File: src/ddr_init_pkg.sv
// Shared constants, register map, link command codes and state type for the DDR4 init ends.
package ddr_init_pkg;
    // System clock and the link clock divider (link period = CLK_NS * CK_DIV).
    localparam int CLK_NS = 50;
    localparam int CK_DIV = 8;
    localparam int CK_HALF = CK_DIV / 2;
    localparam int CK_NS = CLK_NS * CK_DIV;

    // Reset pulse, CKE setup and post-release wait; least times round up.
    localparam int T_PW_RESET_NS = 1000;
    localparam int PW_RESET_CYC = (T_PW_RESET_NS + CLK_NS - 1) / CLK_NS;
    localparam int T_CKE_SETUP_NS = 10;
    localparam int CKE_SETUP_CYC = (T_CKE_SETUP_NS + CLK_NS - 1) / CLK_NS;
    localparam int T_POST_RESET_US = 500;
    localparam int POST_RESET_CYC = (T_POST_RESET_US * 1000 + CLK_NS - 1) / CLK_NS;
    localparam int T_XPR_NS = 1000;
    localparam int XPR_CYC = (T_XPR_NS + CLK_NS - 1) / CLK_NS;

    // Command spacing in link clock cycles.
    localparam int T_MRD_NCK = 8;
    localparam int T_MOD_NCK = 24;
    localparam int T_LONG_NCK = 64;
    localparam int T_RFC_NCK = 16;
    localparam int T_DLLK_NCK = 1024;
    localparam int T_ZQINIT_NCK = 1024;
    localparam int T_CAL_NCK = (T_DLLK_NCK > T_ZQINIT_NCK) ? T_DLLK_NCK : T_ZQINIT_NCK;

    // Refresh interval and idle limits; longest times round down.
    localparam int T_REFI_NS = 7800;
    localparam int REFI_TICKS = T_REFI_NS / CK_NS;
    localparam longint unsigned T_IDLE_MS = 960;
    localparam longint unsigned T_IDLE_DBG_MIN = 60;
    localparam longint unsigned IDLE_TICKS = T_IDLE_MS * 64'd1000000 / CK_NS;
    localparam longint unsigned IDLE_DBG_TICKS = T_IDLE_DBG_MIN * 64'd60000000000 / CK_NS;
    localparam int IDLE_W = 34;

    // Mode registers and their initialization order.
    localparam int MR_COUNT = 7;
    localparam int MR_W = 18;
    localparam logic [2:0] MR_ORDER [MR_COUNT] = '{3'h3, 3'h6, 3'h5, 3'h4, 3'h2, 3'h1, 3'h0};
    localparam logic [2:0] MR_LAST = 3'h6;
    localparam logic [2:0] MR0_SEL = 3'h0;
    localparam int DLL_RESET_BIT = 8;
    localparam int ZQ_LONG_BIT = 10;

    // Link command codes as {cs_n, act_n, ras_n, cas_n, we_n}.
    localparam logic [4:0] CMD_DES = 5'h1F;
    localparam logic [4:0] CMD_MRS = 5'h08;
    localparam logic [4:0] CMD_REF = 5'h09;
    localparam logic [4:0] CMD_ZQC = 5'h0E;

    // Register map of the controller.
    localparam logic [7:0] REG_CTRL = 8'h00;
    localparam logic [7:0] REG_CMD = 8'h04;
    localparam logic [7:0] REG_STATUS = 8'h08;
    localparam logic [7:0] REG_MR_BASE = 8'h10;
    localparam int CTRL_REF_EN = 0;
    localparam int CTRL_DEBUG = 1;
    localparam int CMD_START = 0;
    localparam int CMD_RECAL = 1;
    localparam int CMD_ISSUE = 2;
    localparam int CMD_LONG = 3;
    localparam int CMD_SEL_LSB = 4;
    localparam int STAT_READY = 1;
    localparam int STAT_STATE_LSB = 2;
    localparam logic [1:0] RESP_OKAY = 2'h0;
    localparam logic [1:0] RESP_SLVERR = 2'h2;

    typedef enum logic [8:0] {
        S_IDLE  = 9'h001,
        S_RST   = 9'h002,
        S_POST  = 9'h004,
        S_XPR   = 9'h008,
        S_MRS   = 9'h010,
        S_ZQ    = 9'h020,
        S_CAL   = 9'h040,
        S_READY = 9'h080,
        S_GAP   = 9'h100
    } state_t;
endpackage

File: src/ddr_link_if.sv
// Link between the controller end and the memory end.
`timescale 1ns/10ps
interface ddr_link_if;
    logic        ck;
    logic        reset_n;
    logic        cke;
    logic        cs_n;
    logic        act_n;
    logic        ras_n;
    logic        cas_n;
    logic        we_n;
    logic        ten;
    logic [1:0]  bg;
    logic [1:0]  ba;
    logic [17:0] addr;

    modport ctrl (output ck, reset_n, cke, cs_n, act_n, ras_n, cas_n, we_n, ten, bg, ba, addr);
    modport dram (input ck, reset_n, cke, cs_n, act_n, ras_n, cas_n, we_n, ten, bg, ba, addr);
endinterface
File: src/ddr_ctrl_end.sv
// Controller end: AXI4-Lite registers, reset and initialization sequencer, MRS and refresh issue.
//
// The AXI4-Lite register port and the placing of the registers were chosen for this implementation.
`timescale 1ns/10ps
module ddr_ctrl_end #(
    parameter int POST_RESET_CYC = ddr_init_pkg::POST_RESET_CYC,
    parameter longint unsigned IDLE_TICKS = ddr_init_pkg::IDLE_TICKS,
    parameter longint unsigned IDLE_DBG_TICKS = ddr_init_pkg::IDLE_DBG_TICKS
) (
    // Clock and reset.
    input  wire logic        clk_sys,
    input  wire logic        rst,
    // AXI4-Lite write channels.
    input  wire logic [7:0]  awaddr,
    input  wire logic        awvalid,
    output logic             awready,
    input  wire logic [31:0] wdata,
    input  wire logic [3:0]  wstrb,
    input  wire logic        wvalid,
    output logic             wready,
    output logic [1:0]       bresp,
    output logic             bvalid,
    input  wire logic        bready,
    // AXI4-Lite read channels.
    input  wire logic [7:0]  araddr,
    input  wire logic        arvalid,
    output logic             arready,
    output logic [31:0]      rdata,
    output logic [1:0]       rresp,
    output logic             rvalid,
    input  wire logic        rready,
    // Link to the memory.
    ddr_link_if.ctrl         link
);
    import ddr_init_pkg::*;

    if (CK_DIV < 4 || CK_DIV > 16 || CK_DIV % 2 != 0 || POST_RESET_CYC < 1 || IDLE_TICKS < 2 ||
        IDLE_DBG_TICKS < 2 || IDLE_TICKS >= (64'd1 << IDLE_W) || IDLE_DBG_TICKS >= (64'd1 << IDLE_W)) begin : g_bad_param
        $error("ddr_ctrl_end: divider or wait parameters out of range");
    end

    state_t state;
    logic [3:0]  div_cnt;
    logic [31:0] wait_cnt;
    logic [2:0]  seq_idx;
    logic [IDLE_W-1:0] idle_cnt;
    logic [15:0] refi_cnt;
    logic [7:0]  aw_addr;
    logic [31:0] w_data;
    logic [3:0]  w_strb;
    logic [1:0]  ctrl;
    logic [MR_W-1:0] mr_reg [MR_COUNT];
    logic        start_pend;
    logic        recal_pend;
    logic        issue_pend;
    logic        issue_long;
    logic [2:0]  issue_sel;

    // Link clock divider: commands change with the falling edge, the memory samples on the rising.
    wire        tick = (div_cnt == 4'(CK_DIV - 1));
    wire [3:0]  next_div = tick ? 4'h0 : div_cnt + 4'h1;
    wire        wait_zero = (wait_cnt == '0);
    wire        go = tick & wait_zero;

    // Bus decode.
    wire        do_write = ~awready & ~wready & ~bvalid;
    wire        do_read = arvalid & arready;
    wire [31:0] wmask = {{8{w_strb[3]}}, {8{w_strb[2]}}, {8{w_strb[1]}}, {8{w_strb[0]}}};
    wire        wr_ctrl = do_write & (aw_addr == REG_CTRL);
    wire        wr_cmd = do_write & (aw_addr == REG_CMD);
    wire [7:0]  wr_mr_off = aw_addr - REG_MR_BASE;
    wire        wr_mr = do_write & (aw_addr >= REG_MR_BASE) & (wr_mr_off[7:2] < 6'(MR_COUNT)) & (aw_addr[1:0] == 2'h0);
    wire        wr_ok = wr_ctrl | wr_cmd | wr_mr;
    wire [31:0] cmd_bits = w_data & wmask;
    wire [7:0]  rd_mr_off = araddr - REG_MR_BASE;
    wire        rd_mr = (araddr >= REG_MR_BASE) & (rd_mr_off[7:2] < 6'(MR_COUNT)) & (araddr[1:0] == 2'h0);
    wire        rd_ok = rd_mr | (araddr == REG_CTRL) | (araddr == REG_CMD) | (araddr == REG_STATUS);
    wire [31:0] stat_word = {21'h0, state, (state == S_READY), (state != S_READY && state != S_IDLE)};
    wire [31:0] rd_word = rd_mr ? 32'(mr_reg[rd_mr_off[4:2]]) :
                          (araddr == REG_CTRL) ? 32'(ctrl) :
                          (araddr == REG_STATUS) ? stat_word : 32'h0;

    // Sequencer decisions taken at a link tick in the ready state; a start is also taken in the idle state.
    wire [2:0]  init_sel = MR_ORDER[seq_idx];
    wire        rdy_go = go & (state == S_READY) & link.cke;
    wire        take_start = go & (state == S_READY || state == S_IDLE) & start_pend;
    wire        take_recal = rdy_go & ~start_pend & recal_pend;
    wire        take_issue = rdy_go & ~start_pend & ~recal_pend & issue_pend;
    wire        rdy_free = rdy_go & ~start_pend & ~recal_pend & ~issue_pend;
    wire        take_ref = rdy_free & ctrl[CTRL_REF_EN] & (refi_cnt >= 16'(REFI_TICKS - 1));
    wire [IDLE_W-1:0] idle_lim = ctrl[CTRL_DEBUG] ? IDLE_W'(IDLE_DBG_TICKS - 1) : IDLE_W'(IDLE_TICKS - 1);
    wire        take_tog = rdy_free & ~take_ref & (idle_cnt >= idle_lim);

    // Write and read channels: address and data taken in either order, answer after both.
    always_ff @(posedge clk_sys) begin
        if (rst) begin
            awready <= 1'b1;
            wready <= 1'b1;
            bvalid <= 1'b0;
            bresp <= RESP_OKAY;
            arready <= 1'b1;
            rvalid <= 1'b0;
            rresp <= RESP_OKAY;
            rdata <= '0;
            aw_addr <= '0;
            w_data <= '0;
            w_strb <= '0;
        end else begin
            if (awvalid && awready) begin
                awready <= 1'b0;
                aw_addr <= awaddr;
            end
            if (wvalid && wready) begin
                wready <= 1'b0;
                w_data <= wdata;
                w_strb <= wstrb;
            end
            if (do_write) begin
                bvalid <= 1'b1;
                bresp <= wr_ok ? RESP_OKAY : RESP_SLVERR;
            end else if (bvalid && bready) begin
                bvalid <= 1'b0;
                awready <= 1'b1;
                wready <= 1'b1;
            end
            if (do_read) begin
                arready <= 1'b0;
                rvalid <= 1'b1;
                rdata <= rd_word;
                rresp <= rd_ok ? RESP_OKAY : RESP_SLVERR;
            end else if (rvalid && rready) begin
                rvalid <= 1'b0;
                arready <= 1'b1;
            end
        end
    end

    // Software registers; a pending order is set by a write and the set wins over the take.
    always_ff @(posedge clk_sys) begin
        if (rst) begin
            ctrl <= '0;
            start_pend <= 1'b0;
            recal_pend <= 1'b0;
            issue_pend <= 1'b0;
            issue_long <= 1'b0;
            issue_sel <= '0;
            for (int i = 0; i < MR_COUNT; i++) begin
                mr_reg[i] <= '0;
            end
        end else begin
            if (wr_ctrl) begin
                ctrl <= (ctrl & wmask[1:0]) ^ (ctrl & wmask[1:0]) | (w_data[1:0] & wmask[1:0]) | (ctrl & ~wmask[1:0]);
            end
            if (wr_mr) begin
                mr_reg[wr_mr_off[4:2]] <= (mr_reg[wr_mr_off[4:2]] & ~wmask[MR_W-1:0]) | (w_data[MR_W-1:0] & wmask[MR_W-1:0]);
            end
            start_pend <= (start_pend & ~take_start) | (wr_cmd & cmd_bits[CMD_START]);
            recal_pend <= (recal_pend & ~take_recal & ~take_start) | (wr_cmd & cmd_bits[CMD_RECAL]);
            issue_pend <= (issue_pend & ~take_issue & ~take_start) | (wr_cmd & cmd_bits[CMD_ISSUE]);
            if (wr_cmd && cmd_bits[CMD_ISSUE]) begin
                issue_sel <= cmd_bits[CMD_SEL_LSB +: 3];
                issue_long <= cmd_bits[CMD_LONG];
            end
        end
    end

    // Divider, link clock, idle and refresh interval counters.
    always_ff @(posedge clk_sys) begin
        if (rst) begin
            div_cnt <= '0;
            link.ck <= 1'b0;
            idle_cnt <= '0;
            refi_cnt <= '0;
        end else begin
            div_cnt <= next_div;
            link.ck <= (next_div >= 4'(CK_HALF));
            if (tick) begin
                idle_cnt <= (take_tog || take_ref || state != S_READY) ? '0 : idle_cnt + IDLE_W'(1);
                refi_cnt <= (take_ref || state != S_READY) ? '0 : refi_cnt + 16'h0001;
            end
        end
    end

    // Sequencer: reset pulse, CKE, MRS chain, ZQCL, calibration wait, then runtime service.
    always_ff @(posedge clk_sys) begin
        if (rst) begin
            state <= S_IDLE;
            wait_cnt <= '0;
            seq_idx <= '0;
            link.reset_n <= 1'b0;
            link.cke <= 1'b0;
            link.ten <= 1'b0;
            {link.cs_n, link.act_n, link.ras_n, link.cas_n, link.we_n} <= CMD_DES;
            link.bg <= '0;
            link.ba <= '0;
            link.addr <= '0;
        end else begin
            link.ten <= 1'b0;
            if (!wait_zero) begin
                wait_cnt <= wait_cnt - 32'h1;
            end
            if (tick) begin
                {link.cs_n, link.act_n, link.ras_n, link.cas_n, link.we_n} <= CMD_DES;
            end
            case (state)
                S_IDLE: begin
                    if (take_start) begin
                        state <= S_RST;
                    end
                end
                S_RST: begin
                    link.reset_n <= 1'b0;
                    link.cke <= 1'b0;
                    state <= S_POST;
                    wait_cnt <= 32'(PW_RESET_CYC + CKE_SETUP_CYC - 1);
                end
                S_POST: begin
                    if (wait_zero && !link.reset_n) begin
                        link.reset_n <= 1'b1;
                        wait_cnt <= 32'(POST_RESET_CYC - 1);
                    end else if (wait_zero && tick) begin
                        link.cke <= 1'b1;
                        state <= S_XPR;
                        wait_cnt <= 32'(XPR_CYC - 1);
                        seq_idx <= '0;
                    end
                end
                S_XPR: begin
                    if (wait_zero) begin
                        state <= S_MRS;
                    end
                end
                S_MRS: begin
                    if (go) begin
                        {link.cs_n, link.act_n, link.ras_n, link.cas_n, link.we_n} <= CMD_MRS;
                        {link.bg[0], link.ba} <= init_sel;
                        link.bg[1] <= 1'b0;
                        link.addr <= mr_reg[init_sel];
                        seq_idx <= seq_idx + 3'h1;
                        if (seq_idx == MR_LAST) begin
                            state <= S_ZQ;
                            wait_cnt <= 32'(T_MOD_NCK * CK_DIV - 1);
                        end else begin
                            wait_cnt <= 32'(T_MRD_NCK * CK_DIV - 1);
                        end
                    end
                end
                S_ZQ: begin
                    if (go) begin
                        {link.cs_n, link.act_n, link.ras_n, link.cas_n, link.we_n} <= CMD_ZQC;
                        link.addr <= 18'(1) << ZQ_LONG_BIT;
                        state <= S_CAL;
                        wait_cnt <= 32'(T_CAL_NCK * CK_DIV - 1);
                    end
                end
                S_CAL, S_GAP: begin
                    if (wait_zero) begin
                        state <= S_READY;
                    end
                end
                S_READY: begin
                    if (take_start) begin
                        state <= S_RST;
                    end else if (take_recal) begin
                        {link.cs_n, link.act_n, link.ras_n, link.cas_n, link.we_n} <= CMD_MRS;
                        {link.bg, link.ba} <= {1'b0, MR0_SEL};
                        link.addr <= mr_reg[MR0_SEL] | (18'(1) << DLL_RESET_BIT);
                        state <= S_ZQ;
                        wait_cnt <= 32'(T_MOD_NCK * CK_DIV - 1);
                    end else if (take_issue) begin
                        {link.cs_n, link.act_n, link.ras_n, link.cas_n, link.we_n} <= CMD_MRS;
                        {link.bg, link.ba} <= {1'b0, issue_sel};
                        link.addr <= mr_reg[issue_sel];
                        state <= S_GAP;
                        wait_cnt <= issue_long ? 32'(T_LONG_NCK * CK_DIV - 1) : 32'(T_MOD_NCK * CK_DIV - 1);
                    end else if (take_ref) begin
                        {link.cs_n, link.act_n, link.ras_n, link.cas_n, link.we_n} <= CMD_REF;
                        state <= S_GAP;
                        wait_cnt <= 32'(T_RFC_NCK * CK_DIV - 1);
                    end else if (take_tog) begin
                        link.cke <= 1'b0;
                    end
                end
                default: begin
                    state <= S_IDLE;
                end
            endcase
            if (tick && state == S_READY && !link.cke) begin
                link.cke <= 1'b1;
            end
        end
    end
endmodule

File: src/flat_wrapper.sv
// flat-port wrapper written by rule: the top's interface ports become plain ports
module ddr_ctrl_end_flat import ddr_init_pkg::*;
#(
    parameter int POST_RESET_CYC = ddr_init_pkg::POST_RESET_CYC,
    parameter longint unsigned IDLE_TICKS = ddr_init_pkg::IDLE_TICKS,
    parameter longint unsigned IDLE_DBG_TICKS = ddr_init_pkg::IDLE_DBG_TICKS
)
  (clk_sys, rst, awaddr, awvalid, awready, wdata, wstrb, wvalid, wready, bresp, bvalid, bready, araddr, arvalid, arready, rdata, rresp, rvalid, rready, link_ck, link_reset_n, link_cke, link_cs_n, link_act_n, link_ras_n, link_cas_n, link_we_n, link_ten, link_bg, link_ba, link_addr);
  ddr_link_if link_i ();
  input  wire logic clk_sys;
  input  wire logic rst;
  input  wire logic [7:0] awaddr;
  input  wire logic awvalid;
  output logic awready;
  input  wire logic [31:0] wdata;
  input  wire logic [3:0] wstrb;
  input  wire logic wvalid;
  output logic wready;
  output logic [1:0] bresp;
  output logic bvalid;
  input  wire logic bready;
  input  wire logic [7:0] araddr;
  input  wire logic arvalid;
  output logic arready;
  output logic [31:0] rdata;
  output logic [1:0] rresp;
  output logic rvalid;
  input  wire logic rready;
  output wire logic [$bits(link_i.ck)-1:0] link_ck;
  output wire logic [$bits(link_i.reset_n)-1:0] link_reset_n;
  output wire logic [$bits(link_i.cke)-1:0] link_cke;
  output wire logic [$bits(link_i.cs_n)-1:0] link_cs_n;
  output wire logic [$bits(link_i.act_n)-1:0] link_act_n;
  output wire logic [$bits(link_i.ras_n)-1:0] link_ras_n;
  output wire logic [$bits(link_i.cas_n)-1:0] link_cas_n;
  output wire logic [$bits(link_i.we_n)-1:0] link_we_n;
  output wire logic [$bits(link_i.ten)-1:0] link_ten;
  output wire logic [$bits(link_i.bg)-1:0] link_bg;
  output wire logic [$bits(link_i.ba)-1:0] link_ba;
  output wire logic [$bits(link_i.addr)-1:0] link_addr;
  assign link_ck = link_i.ck;
  assign link_reset_n = link_i.reset_n;
  assign link_cke = link_i.cke;
  assign link_cs_n = link_i.cs_n;
  assign link_act_n = link_i.act_n;
  assign link_ras_n = link_i.ras_n;
  assign link_cas_n = link_i.cas_n;
  assign link_we_n = link_i.we_n;
  assign link_ten = link_i.ten;
  assign link_bg = link_i.bg;
  assign link_ba = link_i.ba;
  assign link_addr = link_i.addr;
  ddr_ctrl_end #(.POST_RESET_CYC(POST_RESET_CYC), .IDLE_TICKS(IDLE_TICKS), .IDLE_DBG_TICKS(IDLE_DBG_TICKS)) u_core (.clk_sys(clk_sys), .rst(rst), .awaddr(awaddr), .awvalid(awvalid), .awready(awready), .wdata(wdata), .wstrb(wstrb), .wvalid(wvalid), .wready(wready), .bresp(bresp), .bvalid(bvalid), .bready(bready), .araddr(araddr), .arvalid(arvalid), .arready(arready), .rdata(rdata), .rresp(rresp), .rvalid(rvalid), .rready(rready), .link(link_i));
endmodule
File: config.mk
export PLATFORM = sky130hd
export DESIGN_NAME = ddr_ctrl_end_flat
export DESIGN_NICKNAME = d
export VERILOG_FILES = /design/src/ddr_init_pkg.sv /design/src/ddr_link_if.sv /design/src/ddr_ctrl_end.sv /design/src/flat_wrapper.sv
export SDC_FILE = /design/constraint.sdc
export NUM_CORES = 1
export LEC_CHECK = 0
export BUFFER_PORTS_ARGS = -buffer_cell sky130_fd_sc_hd__buf_2
export CAP_MARGIN = 20
export CORE_MARGIN = 3
export CORE_UTILIZATION = 66
export CTS_CLUSTER_SIZE = 28
export DETAILED_ROUTE_END_ITERATION = 7
export PLACE_DENSITY = 0.86
export SLEW_MARGIN = 0
export SYNTH_ARGS = -nofsm -noshare
export SYNTH_HDL_FRONTEND = slang
export SYNTH_SLANG_ARGS = --single-unit
File: constraint.sdc
create_clock -name clk_sys -period 7.2 [get_ports clk_sys]
set_input_delay 1.44 -clock clk_sys [delete_from_list [all_inputs] [get_ports clk_sys]]
set_output_delay 1.44 -clock clk_sys [all_outputs]
set_load 0.01 [all_outputs]
Word-level counts from Yosys, hierarchy flattened
Memory sizes are Yosys's and may differ from the RTL's. A register that Yosys moved wholly into a read port is not among the register bits.
Index checks and enable logic that the tools add are counted.
Widths: inputs -> output; s select.
{"block": "totals", "regBits": 207, "mem_bits_rw": 126, "rom_bits": 24, "output_inout_bits": 72, "n_memories": 2}
{"name": "u_core.mr_reg", "words": 7, "width": 18, "rd": 5, "rd_ports_with_merged_regs": 1, "wr": 7, "line": "ddr_ctrl_end.sv:52", "text": "logic [MR_W-1:0] mr_reg [MR_COUNT];"}
{"name": "(no name shown)", "words": 8, "width": 3, "rd": 1, "rd_ports_with_merged_regs": 0, "wr": 0, "line": "ddr_ctrl_end.sv:84", "text": "wire [2:0] init_sel = MR_ORDER[seq_idx];"}
{"block": "classes", "n_addsub": 7, "order_cmp": 8, "n_eq_ne": 35, "mux": 126, "bitwise": 63, "reduce_logical": 37}
{"cell": "$mux 32", "n": 11}
{"cell": "$pmux 32 s5", "n": 1}
{"cell": "$mux 9", "n": 13}
{"cell": "$mux 18", "n": 6}
{"cell": "$pmux 9 s8", "n": 1}
{"cell": "$mux 34", "n": 2}
{"cell": "$mux 1", "n": 59}
{"cell": "$pmux 18 s3", "n": 1}
{"cell": "$and 18x18->18", "n": 2}
{"cell": "$add 34x1->34 const B", "n": 1}
{"cell": "$ge 34x34->1", "n": 1}
{"cell": "$and 1x1->1", "n": 32}
{"cell": "$logic_not 32->1", "n": 1}
{"cell": "$sub 32x1->32 const B", "n": 1}
{"cell": "$mux 3", "n": 8}
{"cell": "$ne 3x3->1 const B", "n": 7}
{"cell": "$mux 2", "n": 10}
{"cell": "$not 18->18", "n": 1}
{"cell": "$or 18x18->18", "n": 1}
{"cell": "$reduce_or 18->1", "n": 1}
{"cell": "$add 16x1->16 const B", "n": 1}
{"cell": "$eq 8x3->1 const B", "n": 2}
{"cell": "$ge 16x5->1 const B", "n": 1}
{"cell": "$ge 8x5->1 const B", "n": 2}
{"cell": "54 further kinds", "n": 110}

Depth between registers and ports, before layout
{"block": "logic_depth", "depth_word": 19, "ltp_mapped": 12, "ltp_nobuf": 9}

Worst setup path after synthesis
Ideal clock, no wire load.
{"block": "synth_path", "kind": "input port to flip-flop", "from": "input araddr[3]", "to": "register u_core.rdata[12]", "setup_ns": 0.132, "t_arrival_ns": 3.655, "t_required_ns": 7.068, "path_slack_ns": 3.413, "stages": 9, "path_cell_list": "clkbuf_1 -> buf_1 -> buf_1 -> clkbuf_1 -> mux4_2 -> nand2_1 -> nand2_1 -> nand3_1 -> a21oi_1"}
{"block": "synth_between", "elab_chain_len": 5, "word_cells_on_any_way": 7}
{"element": "start, declared", "line": "flat_wrapper.sv:22", "text": "input wire logic [7:0] araddr;"}
{"element": "$sub 8x5->8", "line": "ddr_ctrl_end.sv:75", "text": "wire [7:0] rd_mr_off = araddr - REG_MR_BASE;"}
{"element": "$lt 6x3->1", "line": "ddr_ctrl_end.sv:76", "text": "wire rd_mr = (araddr >= REG_MR_BASE) & (rd_mr_off[7:2] < 6'(MR_COUNT)) & (araddr[1:0] == 2'h0);"}
{"element": "$and 1x1->1 (2 in a row)", "line": "ddr_ctrl_end.sv:76"}
{"element": "$mux 32 *", "line": "ddr_ctrl_end.sv:79", "text": "wire [31:0] rd_word = rd_mr ? 32'(mr_reg[rd_mr_off[4:2]]) :"}
{"element": "end signal, assigned", "line": "ddr_ctrl_end.sv:129", "text": "rdata <= rd_word;"}
{"element": "end, declared", "line": "ddr_ctrl_end.sv:28", "text": "output logic [31:0] rdata,"}
Mark *: on every way between the ends. The rest lies on a longest branch, timed or not.
A chain may end at the register's enable or synchronous reset.

Worst setup path after layout
{"block": "layout_path", "from": "register u_core.wait_cnt[2]", "to": "register u_core.idle_cnt[21]"}
{"block": "layout_between", "elab_chain_len": 15}
{"element": "start, declared", "line": "ddr_ctrl_end.sv:44", "text": "logic [31:0] wait_cnt;"}
{"element": "start signal, assigned", "line": "ddr_ctrl_end.sv:200", "text": "wait_cnt <= wait_cnt - 32'h1;"}
{"element": "start signal, assigned", "line": "ddr_ctrl_end.sv:215", "text": "wait_cnt <= 32'(PW_RESET_CYC + CKE_SETUP_CYC - 1);"}
{"element": "start signal, assigned", "line": "ddr_ctrl_end.sv:220", "text": "wait_cnt <= 32'(POST_RESET_CYC - 1);"}
{"element": "$logic_not 32->1 *", "line": "ddr_ctrl_end.sv:62", "text": "wire wait_zero = (wait_cnt == '0);"}
{"element": "$and 1x1->1 *", "line": "ddr_ctrl_end.sv:63", "text": "wire go = tick & wait_zero;"}
{"element": "$and 1x1->1 * (2 in a row)", "line": "ddr_ctrl_end.sv:85", "text": "wire rdy_go = go & (state == S_READY) & link.cke;"}
{"element": "$and 1x1->1 * (3 in a row)", "line": "ddr_ctrl_end.sv:89", "text": "wire rdy_free = rdy_go & ~start_pend & ~recal_pend & ~issue_pend;"}
{"element": "$and 1x1->1 (2 in a row)", "line": "ddr_ctrl_end.sv:90", "text": "wire take_ref = rdy_free & ctrl[CTRL_REF_EN] & (refi_cnt >= 16'(REFI_TICKS - 1));"}
{"element": "$not 1->1", "line": "ddr_ctrl_end.sv:92", "text": "wire take_tog = rdy_free & ~take_ref & (idle_cnt >= idle_lim);"}
{"element": "$and 1x1->1 (2 in a row)", "line": "ddr_ctrl_end.sv:92"}
{"element": "$logic_or 1x1->1 * (2 in a row)", "line": "ddr_ctrl_end.sv:178", "text": "idle_cnt <= (take_tog || take_ref || state != S_READY) ? '0 : idle_cnt + IDLE_W'(1);"}
{"element": "$mux 34 *", "line": "ddr_ctrl_end.sv:178"}
{"element": "end signal, assigned", "line": "ddr_ctrl_end.sv:178"}
{"element": "end, declared", "line": "ddr_ctrl_end.sv:46", "text": "logic [IDLE_W-1:0] idle_cnt;"}
Marks and branches as above.

==> impl_metrics.csv <==
group,metric,value,unit
status,status,"completed",
placement,dpl.hpwl,35700,um
detailed_routing,final_antenna_net_count,0,
detailed_routing,drc,0,
final_layout,final_common_cell,"nand2_1",
placement,place_congestion,0.9460,
cts,cts_resized,0,
floorplan,die_x,176.3,um
global_routing,globalRouteTotalUtil,35.50,%
cts,clock_latency,540,ps
synth,synth_seq_cells,337,
pwr,power_density,244.2,mW/mm2
sta,finalMaxSlewViolations,0,
floorplan,core-area,0.02816,mm2
worst_setup_path,end_kind,"flop",
pwr,ir_drop,0.2006,mV
synth,seq_area_frac_synth,41.84,%
synth,synthFlopType,"dfxtp_1",
worst_setup_path,critPathKind,"reg -> reg",
flow_run,max_cap_viol_count,0,
synth,async_reset_ff_share,0,%
sta,finalHoldViolations,0,
cts,cts_root_buffer,"clkbuf_16",
worst_setup_path,path_max_fanout,32,
pwr,p_leak,8.435,nW
sta,finalSetupViolations,0,
placement,place_ws,2823,ps
worst_setup_path,start_kind,"flop",
synth,syn_avg_cell_area,9.855,um2
sta,timing.hold.ws,442.7,ps
sta,max_freq,0.2264,GHz
global_routing,grt_pass1_wl,87000,um
sta,clock_skew,29.66,ps
hold_path,min_path_type,"reg -> reg",
hold_path,holdPathStages,1,
detailed_routing,first_iter_violations,2428,
sta,fin_crit_sh,61.35,%
floorplan,start_util,67.96,%
worst_setup_path,reg2reg_from,"u_core.wait_cnt[2]$_SDFF_PP0_",
cts,postCtsHoldBufs,0,
worst_setup_path,cp.arrival,4780,ps
sta,period_needed,4417,ps
detailed_routing,finalWirelength,55950,um
sta,tns,0,ps
synth,netlist_area,0.01914,mm2
hold_path,hold_path.startpoint,"u_core.link.act_n$_SDFF_PP1_",
hold_path,min_to,"u_core.link.act_n$_SDFF_PP1_",
sta,final.setup.worst_slack,2783,ps
sta,rsz0062_at_grt,"no",
worst_setup_path,ff2ff_setup_slack,2780,ps
cts,cts_tree,"yes",
detailed_routing,vias,16430,
floorplan,die_h,176.3,um
floorplan,dieArea,0.03108,mm2
synth,postSynthCellCount,1942,
placement,dpl_cell_area,0.01984,mm2
global_routing,overflow,0,
floorplan,top_level_ports,131,
final_layout,layout_common_cells,"nand2_1, nor2_1, dfxtp_1, edfxtp_1, mux2i_1",
final_layout,area_delta_synth_final,10.19,%
final_layout,drive_above_1_share,17.82,%
cts,cts_buffer_depth,3,
worst_setup_path,r2r_cells,7,
sta,worstMarginPinSlew,1221,ps
detailed_routing,viasPerCell,6.898,
final_layout,post-route-cell-area,0.02109,mm2
sta,max_slew_margin,18.33,%
final_layout,final_nets,2061,
cts,clk_pin_slew,60,ps
detailed_routing,firstDrtPassIters,8,
worst_setup_path,r2r-end,"u_core.idle_cnt[21]$_SDFFE_PP0P_",
synth,ys.warnings.count,0,
synth,ys_types,69,
cts,post-cts-setup-buffers,0,
cts,cts.sinks,337,
cts,cts_buffers,36,
cts,cts_max_level,2,
global_routing,antenna_found_initial,0,
global_routing,grt_max_degree,72,
worst_setup_path,cp.required,7560,ps
floorplan,core.rowCount,61,
placement,io_buffers,97,
synth,synth_edf_count,126,
detailed_routing,wl_per_cell,23.49,um
final_layout,largest_register_ffs,144,
global_routing,grt_pass1_vias,16154,
## worst max-delay path, stage by stage, from the launching register on
cell     delay, ps
dfxtp_1        360
nor4_1         740
nand4_1        500
or4_1          760
o31ai_2        440
a21o_1         420
or2_1          870
nor2_1         150
## synth_stat cells (all sizes together), types with 3 or more instances
master | instances | area share [%]
buf | 40 | 1.2
clkbuf | 112 | 2.2
nor3 | 47 | 1.3
nand3b | 13 | 0.51
nand3 | 68 | 1.8
o21ai | 48 | 1.3
a31oi | 12 | 0.39
inv | 41 | 0.80
nor2b | 4 | 0.13
and4 | 4 | 0.18
xnor2 | 40 | 1.8
nor2 | 242 | 4.7
a211oi | 13 | 0.51
o31ai | 7 | 0.30
nor4 | 26 | 0.93
mux2i | 121 | 6.3
a21oi | 120 | 3.1
o41ai | 4 | 0.18
edfxtp | 126 | 20
nand2 | 244 | 4.8
nand2b | 31 | 1.0
and3 | 12 | 0.39
mux2 | 27 | 1.6
or2 | 7 | 0.23
dfxtp | 211 | 22
o211a | 16 | 0.84
or4 | 15 | 0.70
a311oi | 10 | 0.46
or3 | 10 | 0.33
mux4 | 108 | 13
and4b | 3 | 0.16
a32oi | 16 | 0.73
xor2 | 40 | 1.8
nand4b | 4 | 0.18
nand4 | 16 | 0.52
nor3b | 3 | 0.12
a21boi | 4 | 0.16
and2 | 12 | 0.41
ha | 25 | 1.6
o211ai | 19 | 0.75
## power by group
group	switching (mW)	internal [mW]	leakage [nW]
combinational	0.617	0.427	4.90
sequential	0.124	2.09	2.95
clock	0.779	1.11	0.584
total	1.52	3.63	8.43
## per-layer routing
| metal | GRT usage (%) | vias up | wire length, um |
|---|---|---|---|
| li1 | - | 7123 | - |
| met3 | 9.247 | 347 | 6729 |
| met2 | 57.75 | 1188 | 26290 |
| met5 | 0.1603 | - | 0 |
| met4 | 19.37 | 0 | 3594 |
| met1 | 43.41 | 7772 | 19340 |
## how the worst max path moves through the flow
stage | start | endpoint | slack [ps] | cells past startpoint
2_1_floorplan | araddr[3] | u_core.rdata[12]$_SDFFE_PP0P_ | 3410 | 9
3_3_place_gp | u_core.wait_cnt[12]$_SDFF_PP0_ | u_core.idle_cnt[12]$_SDFFE_PP0P_ | 2990 | 7
3_5_place_dp | u_core.wait_cnt[2]$_SDFF_PP0_ | u_core.idle_cnt[21]$_SDFFE_PP0P_ | 2820 | 7
4_1_cts | u_core.wait_cnt[2]$_SDFF_PP0_ | u_core.idle_cnt[21]$_SDFFE_PP0P_ | 2780 | 7
5_1_grt | u_core.wait_cnt[2]$_SDFF_PP0_ | u_core.idle_cnt[14]$_SDFFE_PP0P_ | 2450 | 7
6_report | u_core.wait_cnt[2]$_SDFF_PP0_ | u_core.idle_cnt[21]$_SDFFE_PP0P_ | 2780 | 7
## logic make-up after synthesis
group | synth area share [%]
DFF | 41.84
xor gates and xnor gates | 3.661
adders and majority gates | 1.634
buffers and inverters | 4.210
and+or+nand+nor | 18.77
muxes | 20.63
AOI/OAI and AO/OA | 9.238
other | 0.01959
## through the flow
| step | total power, mW | util, % | std cells |
|---|---|---|---|
| 3_3_place_gp | 3.230 | 70.38 | 2313 |
| 4_1_cts | 5.136 | 74.68 | 2379 |
| 6_report | 5.150 | 74.88 | 2382 |
| 5_1_grt | 5.350 | 74.87 | 2381 |
| 3_5_place_dp | 3.269 | 70.44 | 2315 |
| 2_1_floorplan | 3.064 | - | 1959 |
## cell type report
class | instances | area (um2)
Multi-Input combinational cell | 1429 | 10460
Tap cell | 378 | 473.0
Fill cell | 1845 | 7074
Sequential cell | 337 | 8013
Clock buffer | 53 | 1076
Inverter | 41 | 153.9
Antenna cell | 1 | 2.502
Clock inverter | 11 | 116.4
Timing Repair Buffer | 132 | 793.3
No activity file was read; power rests on OpenSTA's default activity.
